`src/hdl/sfc_pkg.sv`:
```
// Constants for the servo fine control sequencer
package sfc_pkg;
  localparam int unsigned CLK_HZ = 25000000;
  localparam int unsigned SETTLE_US = 1750;
  localparam int unsigned OFFCYL_US = 800;
  localparam int unsigned SETTLE_CYC = (SETTLE_US * (CLK_HZ / 1000000));
  localparam int unsigned OFFCYL_CYC = (OFFCYL_US * (CLK_HZ / 1000000));
  localparam int unsigned CNT_W = 16;
  localparam logic [1:0] TAG_CTRL_SEL = 2'h3;
  localparam int unsigned BUS_OFS_PLUS = 2;
  localparam int unsigned BUS_OFS_MINUS = 3;
  localparam int unsigned BUS_HOME = 6;
  localparam logic [31:0] ADDR_CTRL = 32'h00000000;
  localparam logic [31:0] ADDR_STAT = 32'h00000004;
  localparam logic [31:0] ADDR_IRQ_ST = 32'h00000008;
  localparam logic [31:0] ADDR_IRQ_CLR = 32'h0000000C;
  localparam logic [31:0] ADDR_IRQ_EN = 32'h00000010;
  localparam int unsigned IRQ_W = 3;
  localparam int unsigned IRQ_FINE = 0;
  localparam int unsigned IRQ_ONCYL = 1;
  localparam int unsigned IRQ_ERR = 2;
  localparam logic [1:0] RESP_OKAY = 2'h0;
  localparam logic [1:0] RESP_SLVERR = 2'h2;
  typedef enum logic [1:0] {SQ_IDLE, SQ_COARSE, SQ_FINE, SQ_DONE} sfc_state_e;
endpackage

```
`src/hdl/sfc_sync_if.sv`:
```
// Synchronised comparator levels between sync stage and sequencer
`timescale 1ns/1ps
interface sfc_sync_if;
  logic fine_lvl;
  logic oncyl_sense;
  logic off_track;
  modport src (output fine_lvl, output oncyl_sense, output off_track);
  modport dst (input fine_lvl, input oncyl_sense, input off_track);
endinterface

```
`src/hdl/sfc_sync.sv`:
```
// Two-flop synchroniser for the analog comparator outputs
`timescale 1ns/1ps
module sfc_sync
  import sfc_pkg::*;
(
  input wire logic clk_i,
  input wire logic rst_i,
  input wire logic [2:0] raw_i,
  sfc_sync_if.src sy
);
  logic [2:0] meta_q;
  logic [2:0] sync_q;
  always_ff @(posedge clk_i) begin
    if (rst_i) begin
      meta_q <= 3'h0;
      sync_q <= 3'h0;
    end else begin
      meta_q <= raw_i;
      sync_q <= meta_q;
    end
  end
  assign sy.fine_lvl = sync_q[0];
  assign sy.oncyl_sense = sync_q[1];
  assign sy.off_track = sync_q[2];
endmodule // sfc_sync

```
`src/hdl/sfc_top.sv`:
```
// Servo fine control sequencer with AXI4-Lite registers
// Behaviour
// - Fine latch selects fine path, else coarse
// - Seek start clears fine latch
// - Last-cylinder flag when one cylinder remains
// - Fine enable from half-cylinder level detect
// - Fine latch sets on enable and last-cylinder
// - Polarity flop set for odd destination
// - On-cylinder detection only after fine latch
// - Sense starts settle delay, then on-cylinder
// - Seek end and on-cylinder out when on-cylinder
// - Sustained off-track clears on-cylinder
// - That loss raises seek error
// - Fine path stays selected while on-cylinder
// - Control tag with bit 2 or 3 is offset
// - Plus biases toward spindle, minus away
// - Seek error blocks seeks until home command
// - Seek end at success or error
`timescale 1ns/1ps
module sfc_top
  import sfc_pkg::*;
(
  input wire logic CLK_I,
  input wire logic RST_I,
  input wire logic SEEK_START_I,
  input wire logic DEST_ODD_I,
  input wire logic [8:0] DIFF_COUNT_I,
  input wire logic FINE_LVL_I,
  input wire logic ONCYL_SENSE_I,
  input wire logic OFF_TRACK_I,
  input wire logic TAG_STROBE_I,
  input wire logic [1:0] TAG_I,
  input wire logic [9:0] BUS_I,
  output logic FINE_GATE_O,
  output logic COARSE_GATE_O,
  output logic LAST_CYL_O,
  output logic FEEDBACK_POLARITY_O,
  output logic ON_CYL_O,
  output logic SEEK_END_O,
  output logic SEEK_ERROR_O,
  output logic OFFSET_PLUS_O,
  output logic OFFSET_MINUS_O,
  output logic RETURN_HOME_O,
  output logic IRQ_O,
  input wire logic [31:0] S_AXI_AWADDR,
  input wire logic S_AXI_AWVALID,
  output logic S_AXI_AWREADY,
  input wire logic [31:0] S_AXI_WDATA,
  input wire logic [3:0] S_AXI_WSTRB,
  input wire logic S_AXI_WVALID,
  output logic S_AXI_WREADY,
  output logic [1:0] S_AXI_BRESP,
  output logic S_AXI_BVALID,
  input wire logic S_AXI_BREADY,
  input wire logic [31:0] S_AXI_ARADDR,
  input wire logic S_AXI_ARVALID,
  output logic S_AXI_ARREADY,
  output logic [31:0] S_AXI_RDATA,
  output logic [1:0] S_AXI_RRESP,
  output logic S_AXI_RVALID,
  input wire logic S_AXI_RREADY
);
  sfc_sync_if sy ();
  sfc_sync u_sync (
    .clk_i(CLK_I),
    .rst_i(RST_I),
    .raw_i({OFF_TRACK_I, ONCYL_SENSE_I, FINE_LVL_I}),
    .sy(sy)
  );

  sfc_state_e state_q;
  logic fine_q;
  logic fine_en_q;
  logic last_cyl_q;
  logic polarity_q;
  logic oncyl_q;
  logic err_q;
  logic seek_end_q;
  logic ofs_plus_q;
  logic ofs_minus_q;
  logic home_q;
  logic [CNT_W-1:0] settle_cnt_q;
  logic [CNT_W-1:0] off_cnt_q;
  logic settling_q;
  logic sw_seek_q;
  logic sw_home_q;
  logic [IRQ_W-1:0] irq_st_q;
  logic [IRQ_W-1:0] irq_en_q;
  logic irq_q;

  logic seek_go;
  logic ctrl_tag;
  logic home_cmd;
  logic settle_done;
  logic off_done;
  logic fine_set;
  logic [IRQ_W-1:0] ev;

  assign ctrl_tag = TAG_STROBE_I && (TAG_I == TAG_CTRL_SEL);
  assign home_cmd = (ctrl_tag && BUS_I[BUS_HOME]) || sw_home_q;
  assign seek_go = (SEEK_START_I || sw_seek_q) && !err_q;
  assign fine_set = fine_en_q && last_cyl_q && !fine_q;
  assign settle_done = settling_q && (settle_cnt_q == CNT_W'(SETTLE_CYC - 1));
  assign off_done = oncyl_q && (off_cnt_q == CNT_W'(OFFCYL_CYC - 1));

  // Sequence state
  always_ff @(posedge CLK_I) begin
    if (RST_I) begin
      state_q <= SQ_IDLE;
    end else if (seek_go) begin
      state_q <= SQ_COARSE;
    end else begin
      case (state_q)
        SQ_IDLE: state_q <= SQ_IDLE;
        SQ_COARSE: if (fine_set) state_q <= SQ_FINE;
        SQ_FINE: if (settle_done) state_q <= SQ_DONE;
        SQ_DONE: if (off_done) state_q <= SQ_IDLE;
        default: state_q <= SQ_IDLE;
      endcase
    end
  end

  // Last-cylinder flag, fine enable and fine latch
  always_ff @(posedge CLK_I) begin
    if (RST_I) begin
      last_cyl_q <= 1'b0;
      fine_en_q <= 1'b0;
      fine_q <= 1'b0;
    end else begin
      last_cyl_q <= (DIFF_COUNT_I == 9'h001);
      fine_en_q <= sy.fine_lvl && (state_q == SQ_COARSE);
      if (seek_go) begin
        fine_q <= 1'b0;
      end else if (fine_set && state_q == SQ_COARSE) begin
        fine_q <= 1'b1;
      end
    end
  end

  // Feedback polarity flop
  always_ff @(posedge CLK_I) begin
    if (RST_I) begin
      polarity_q <= 1'b0;
    end else if (seek_go) begin
      polarity_q <= DEST_ODD_I;
    end
  end

  // Settle delay and on-cylinder flop
  always_ff @(posedge CLK_I) begin
    if (RST_I) begin
      settling_q <= 1'b0;
      settle_cnt_q <= CNT_W'(0);
      oncyl_q <= 1'b0;
    end else if (seek_go || !fine_q) begin
      settling_q <= 1'b0;
      settle_cnt_q <= CNT_W'(0);
      oncyl_q <= 1'b0;
    end else begin
      if (!oncyl_q && !settling_q && sy.oncyl_sense) begin
        settling_q <= 1'b1;
        settle_cnt_q <= CNT_W'(0);
      end else if (settle_done) begin
        settling_q <= 1'b0;
        oncyl_q <= 1'b1;
      end else if (settling_q) begin
        settle_cnt_q <= settle_cnt_q + CNT_W'(1);
      end
      if (off_done) begin
        oncyl_q <= 1'b0;
      end
    end
  end

  // Off-cylinder delay
  always_ff @(posedge CLK_I) begin
    if (RST_I) begin
      off_cnt_q <= CNT_W'(0);
    end else if (!oncyl_q || !sy.off_track || off_done) begin
      off_cnt_q <= CNT_W'(0);
    end else begin
      off_cnt_q <= off_cnt_q + CNT_W'(1);
    end
  end

  // Seek error and seek end
  always_ff @(posedge CLK_I) begin
    if (RST_I) begin
      err_q <= 1'b0;
      seek_end_q <= 1'b0;
    end else begin
      if (off_done) begin
        err_q <= 1'b1;
      end else if (home_cmd) begin
        err_q <= 1'b0;
      end
      if (seek_go) begin
        seek_end_q <= 1'b0;
      end else begin
        seek_end_q <= settle_done || oncyl_q || err_q || off_done;
      end
    end
  end

  // Offset and home commands
  always_ff @(posedge CLK_I) begin
    if (RST_I) begin
      ofs_plus_q <= 1'b0;
      ofs_minus_q <= 1'b0;
      home_q <= 1'b0;
    end else begin
      if (ctrl_tag) begin
        ofs_plus_q <= BUS_I[BUS_OFS_PLUS];
        ofs_minus_q <= BUS_I[BUS_OFS_MINUS] && !BUS_I[BUS_OFS_PLUS];
      end
      home_q <= home_cmd;
    end
  end

  // Interrupt status, enable, output
  assign ev = {off_done, settle_done, fine_set && state_q == SQ_COARSE};
  logic aw_ok;
  logic aw_hs;
  assign aw_hs = S_AXI_AWVALID && S_AXI_WVALID && !S_AXI_BVALID;
  assign aw_ok = aw_hs && S_AXI_WSTRB[0];
  always_ff @(posedge CLK_I) begin
    if (RST_I) begin
      irq_st_q <= 3'h0;
      irq_en_q <= 3'h0;
      irq_q <= 1'b0;
    end else begin
      if (aw_ok && S_AXI_AWADDR == ADDR_IRQ_EN) begin
        irq_en_q <= S_AXI_WDATA[IRQ_W-1:0];
      end
      if (aw_ok && S_AXI_AWADDR == ADDR_IRQ_CLR) begin
        irq_st_q <= (irq_st_q & ~S_AXI_WDATA[IRQ_W-1:0]) | ev;
      end else begin
        irq_st_q <= irq_st_q | ev;
      end
      irq_q <= |(irq_st_q & irq_en_q);
    end
  end

  // AXI4-Lite write side
  always_ff @(posedge CLK_I) begin
    if (RST_I) begin
      S_AXI_AWREADY <= 1'b0;
      S_AXI_WREADY <= 1'b0;
      S_AXI_BVALID <= 1'b0;
      S_AXI_BRESP <= RESP_OKAY;
      sw_seek_q <= 1'b0;
      sw_home_q <= 1'b0;
    end else begin
      S_AXI_AWREADY <= 1'b0;
      S_AXI_WREADY <= 1'b0;
      sw_seek_q <= 1'b0;
      sw_home_q <= 1'b0;
      if (S_AXI_BVALID && S_AXI_BREADY) begin
        S_AXI_BVALID <= 1'b0;
      end else if (aw_hs && !S_AXI_AWREADY) begin
        S_AXI_AWREADY <= 1'b1;
        S_AXI_WREADY <= 1'b1;
        S_AXI_BVALID <= 1'b1;
        S_AXI_BRESP <= RESP_OKAY;
        if (S_AXI_AWADDR == ADDR_CTRL && S_AXI_WSTRB[0]) begin
          sw_seek_q <= S_AXI_WDATA[0];
          sw_home_q <= S_AXI_WDATA[1];
        end else if (S_AXI_AWADDR != ADDR_IRQ_CLR && S_AXI_AWADDR != ADDR_IRQ_EN) begin
          S_AXI_BRESP <= RESP_SLVERR;
        end
      end
    end
  end

  // AXI4-Lite read side
  always_ff @(posedge CLK_I) begin
    if (RST_I) begin
      S_AXI_ARREADY <= 1'b0;
      S_AXI_RVALID <= 1'b0;
      S_AXI_RDATA <= 32'h00000000;
      S_AXI_RRESP <= RESP_OKAY;
    end else begin
      S_AXI_ARREADY <= 1'b0;
      if (S_AXI_RVALID && S_AXI_RREADY) begin
        S_AXI_RVALID <= 1'b0;
      end else if (S_AXI_ARVALID && !S_AXI_RVALID && !S_AXI_ARREADY) begin
        S_AXI_ARREADY <= 1'b1;
        S_AXI_RVALID <= 1'b1;
        S_AXI_RRESP <= RESP_OKAY;
        case (S_AXI_ARADDR)
          ADDR_CTRL: S_AXI_RDATA <= 32'h00000000;
          ADDR_STAT: S_AXI_RDATA <= {22'h000000, ofs_minus_q, ofs_plus_q, seek_end_q,
            err_q, oncyl_q, polarity_q, last_cyl_q, fine_q, state_q};
          ADDR_IRQ_ST: S_AXI_RDATA <= {29'h00000000, irq_st_q};
          ADDR_IRQ_CLR: S_AXI_RDATA <= 32'h00000000;
          ADDR_IRQ_EN: S_AXI_RDATA <= {29'h00000000, irq_en_q};
          default: begin
            S_AXI_RDATA <= 32'h00000000;
            S_AXI_RRESP <= RESP_SLVERR;
          end
        endcase
      end
    end
  end

  // Registered outputs
  always_ff @(posedge CLK_I) begin
    if (RST_I) begin
      FINE_GATE_O <= 1'b0;
      COARSE_GATE_O <= 1'b1;
    end else begin
      FINE_GATE_O <= fine_q;
      COARSE_GATE_O <= !fine_q;
    end
  end
  assign LAST_CYL_O = last_cyl_q;
  assign FEEDBACK_POLARITY_O = polarity_q;
  assign ON_CYL_O = oncyl_q;
  assign SEEK_END_O = seek_end_q;
  assign SEEK_ERROR_O = err_q;
  assign OFFSET_PLUS_O = ofs_plus_q;
  assign OFFSET_MINUS_O = ofs_minus_q;
  assign RETURN_HOME_O = home_q;
  assign IRQ_O = irq_q;
endmodule // sfc_top

```
`config.mk`:
```
export PLATFORM = sky130hd
export DESIGN_NAME = sfc_top
export DESIGN_NICKNAME = d
export VERILOG_FILES = /design/src/hdl/sfc_pkg.sv /design/src/hdl/sfc_sync_if.sv /design/src/hdl/sfc_sync.sv /design/src/hdl/sfc_top.sv
export SDC_FILE = /design/constraint.sdc
export NUM_CORES = 1
export LEC_CHECK = 0
export ABC_AREA = 0
export BUFFER_PORTS_ARGS = -buffer_cell sky130_fd_sc_hd__buf_2
export CORE_ASPECT_RATIO = 1.25
export CORE_MARGIN = 2
export CORE_UTILIZATION = 49
export DETAILED_ROUTE_END_ITERATION = 12
export GPL_ROUTABILITY_DRIVEN = 0
export PLACE_DENSITY = 0.85
export SKIP_LAST_GASP = 1
export SLEW_MARGIN = 20
export SYNTH_ARGS = -nofsm -noshare
export SYNTH_HDL_FRONTEND = slang
export SYNTH_SLANG_ARGS = --single-unit
```
`constraint.sdc`:
```
create_clock -name CLK_I -period 5.1 [get_ports CLK_I]
set_input_delay 1.02 -clock CLK_I [delete_from_list [all_inputs] [get_ports CLK_I]]
set_output_delay 1.02 -clock CLK_I [all_outputs]
set_load 0.01 [all_outputs]
```
==> flow_metrics.env <==
export IMPL_status="finished, final reports clean"
export IMPL_ctsHoldBuffers=0
export IMPL_end_kind="flop"
export IMPL_reg2reg_to="off_cnt_q[9]"
export IMPL_drv_slew=0
export IMPL_hold_class="reg2reg"
export IMPL_cts_resized_gates=0
export IMPL_finalSetupTns_ns=0
export IMPL_hold_viol=0
export IMPL_synthCells=414
export IMPL_synth_most_common_cell="dfxtp_1"
export IMPL_insertion_delay_ns=0.36
export IMPL_viasPerCell=5.294
export IMPL_power_density_nw_per_um2=259.3
export IMPL_finalSetupViolCount=0
export IMPL_synth_top_area_share=0.4311
export IMPL_synthFlopType="dfxtp_1"
export IMPL_antenna_found_initial=0
export IMPL_initial_utilization=0.4983
export IMPL_synth_area_leader_cell="dfxtp_1"
export IMPL_clock_path_buffers=2
export IMPL_ios=186
export IMPL_synth_seq_cells=78
export IMPL_maxCapViolCount=0
export IMPL_required_ns=5.41
export IMPL_clock_sinks=78
export IMPL_comb_power_share=0.076
export IMPL_ff_latch_area_sq_um=1562
export IMPL_async_flop_share=0
export IMPL_min_path_cells=1
export IMPL_ant_nets=0
export IMPL_layout_drive_gt1_share=0.2741
export IMPL_grt_total_usage=0.2173
export IMPL_hp_start="u_sync.meta_q[2]"
export IMPL_numCtsBuffers=9
export IMPL_wl_mm=8.416
export IMPL_synth_xor_area_frac=0.06287
export IMPL_synth_top_family_by_area="simple AND/OR/NAND/NOR gates"
export IMPL_post_drt_wl_per_cell_um=13.32
export IMPL_crit_type="in2reg"
export IMPL_stdcell_count=632
export IMPL_die_h_um=100.1
export IMPL_arrival_ns=2.90
export IMPL_syn_cell_area_sq_um=3622
export IMPL_cp_common_cell="or4_1"
export IMPL_m1WireLength_mm=3.306
export IMPL_cts_tree="built"
export IMPL_synth_common_cells="78 x dfxtp_1, 60 x nor2_1, 26 x buf_4, 19 x nand2_1, 19 x nand3_1"
export IMPL_place_inst=616
export IMPL_fillerInstances=640
export IMPL_rows=35
export IMPL_switchingPower_w=0.0002962
export IMPL_wl_met2_mm=4.438
export IMPL_cp_buffers_inverters=1
export IMPL_power_frac_clock=0.378
export IMPL_postLayoutCellArea_sq_um=4385
export IMPL_grt_overflow_total=0
export IMPL_cts_root_buf="clkbuf_8"
export IMPL_p_leak_nw=1.795
export IMPL_r2r_setup_slack_ns=2.91
export IMPL_synth_simple_gate_area_share=0.2971
export IMPL_highest_layer="met4"
export IMPL_path_cells="buf_2 -> or4_1 -> or4_1 -> nand2_1"
export IMPL_post_route_period_util=0.5079
export IMPL_wl_met3_um=474
export IMPL_slowest_stage="or4_1"
export IMPL_p_seq_frac=0.546
export IMPL_tightest_slew_ns=0.7346
export IMPL_whs_ns=0.4398
export IMPL_synth_fa_ha_area_frac=0.02073
export IMPL_io_buffers=122
export IMPL_clkSlewWorstSetupHoldPaths_ns=0.08
export IMPL_yosys_warnings=0
export IMPL_grt_max_degree=40
export IMPL_reg2reg_from="off_cnt_q[5]"
export IMPL_rsz0062_at_grt="no"
export IMPL_synthMuxAreaShare=0.01658
export IMPL_final_util=0.6033
export IMPL_area_growth_pct=21.07
export IMPL_num_nets_final=675
export IMPL_die_area_sq_um=8100
export IMPL_min_to="u_sync.sync_q[2]"
export IMPL_relSlewSlack=0.5084
export IMPL_grt_pass1_wl_mm=13.86
export IMPL_finalCriticalPeriod_ns=2.590
export IMPL_multiInputGateArea_sq_um=1849
export IMPL_hpwlAfterDp_mm=6.453
export IMPL_syn_avg_cell_area_sq_um=8.749
export IMPL_fp_dieW_um=80.90
export IMPL_cts_max_level=3
export IMPL_internal_power_w=0.0008409
export IMPL_place_area_sq_um=4204
export IMPL_synth_compound_area_frac=0.08843
export IMPL_fmax_mhz=386.1
export IMPL_start_kind="primary input"
export IMPL_cts_setup_buffers=0
export IMPL_synth_edf_count=0
export IMPL_drt_iter0_drc=156
export IMPL_critPathMaxFanout=39
export IMPL_dr_pass1_iters=4
export IMPL_peakVddDrop_mv=0.1765
export IMPL_core_area_sq_um=7269
export IMPL_r2r_cells=5
export IMPL_crit_family="simple AND/OR/NAND/NOR gates"
export IMPL_vias=3346
export IMPL_skew_ns=0.007220
export IMPL_drc=0
export IMPL_ys_top_cells_by_area="dfxtp_1 43%, nor2_1 6.2%, buf_4 5.4%"
export IMPL_antenna_cells=0
export IMPL_p_sw_frac=0.2605
export IMPL_grt_pass1_vias=3142
export IMPL_synth_distinct_cells=53
export IMPL_seq_area_frac_synth=0.4311
export IMPL_critPathMaxStageDelay_ns=0.88
-- cell families after synthesis --
kind of cell | count (synthesis)
AOI/OAI and AO/OA | 47
xor gates and xnor gates | 26
adders and majority gates | 6
buffers and inverters | 53
DFF | 78
muxes | 6
other | 1
and+or+nand+nor | 197
-- stage by stage --
step / setup WS (ns) / total power [W]
detailed placement: 2.139 / 0.0007213
floorplan: 2.633 / 0.0006860
finish: 2.510 / 0.001137
global placement: 2.170 / 0.0007184
CTS: 2.522 / 0.001149
global route: 2.419 / 0.001177
-- power by group through the flow --
| stage | Clock (W) | Combinational [W] | Sequential (W) |
|---|---|---|---|
| after global placement | 0 | 0.0000840 | 0.000634 |
| after detailed placement | 0 | 0.0000864 | 0.000635 |
| after floorplan | 0 | 0.0000500 | 0.000636 |
| after global routing | 0.000459 | 0.0000963 | 0.000622 |
| after CTS | 0.000441 | 0.0000866 | 0.000621 |
| final | 0.000430 | 0.0000868 | 0.000621 |
-- cell usage in the layout (no fill, tap or decap), types with 3 or more instances in the layout --
cell	Yosys	routed
a211oi_1	4	4
a21oi_1	12	12
a22o_1	7	7
a22oi_1	3	3
and3_1	7	7
buf_2	1	122
clkbuf_8	0	9
conb_1	1	24
dfxtp_1	78	78
ha_1	6	6
inv_1	18	18
mux2i_1	6	6
nand2_1	19	19
nand2b_1	10	10
nand3_1	19	19
nand4_1	10	10
nor2_1	60	60
nor2b_1	8	8
nor3_1	8	8
nor3b_1	6	6
nor4_1	18	18
nor4bb_1	3	3
o21ai_0	9	9
or2_2	4	4
or3_1	3	3
or4_1	5	5
xnor2_1	12	12
xor2_1	14	14
-- final cells by class --
class	instances	share of cell area
clock buffers	9	0.02825
clock inverters	7	0.01312
inverters	18	0.01541
multi-input cells	306	0.4217
flip-flops and latches	78	0.3561
well taps	92	0.02625
repair buffers	122	0.1392
-- layer usage --
layer / vias up / global-route usage
met3: 17 / 0.04676
met1: 1559 / 0.2423
li1: 1652 / -
met4: 0 / 0.1030
met2: 118 / 0.3865
met5: - / 0
-- how the worst max path moves through the flow --
| stage | start | end | slack [ns] | cells past startpoint |
|---|---|---|---|---|
| 2_1_floorplan | SEEK_START_I | settle_cnt_q[13] | 2.63 | 5 |
| 3_3_place_gp | RST_I | settle_cnt_q[13] | 2.17 | 4 |
| 3_5_place_dp | RST_I | settle_cnt_q[13] | 2.14 | 4 |
| 4_1_cts | RST_I | settle_cnt_q[13] | 2.52 | 4 |
| 5_1_grt | RST_I | settle_cnt_q[13] | 2.42 | 4 |
| 6_report | RST_I | settle_cnt_q[13] | 2.51 | 4 |
-- flip-flops by register name, indices dropped and copies added (netlist names), 2 cells and up --
name,flops
irq_st_q,3
u_sync.sync_q,3
settle_cnt_q,16
off_cnt_q,16
S_AXI_RDATA,10
u_sync.meta_q,3
irq_en_q,3
state_q,2
(Power assumes the default switching activity.)
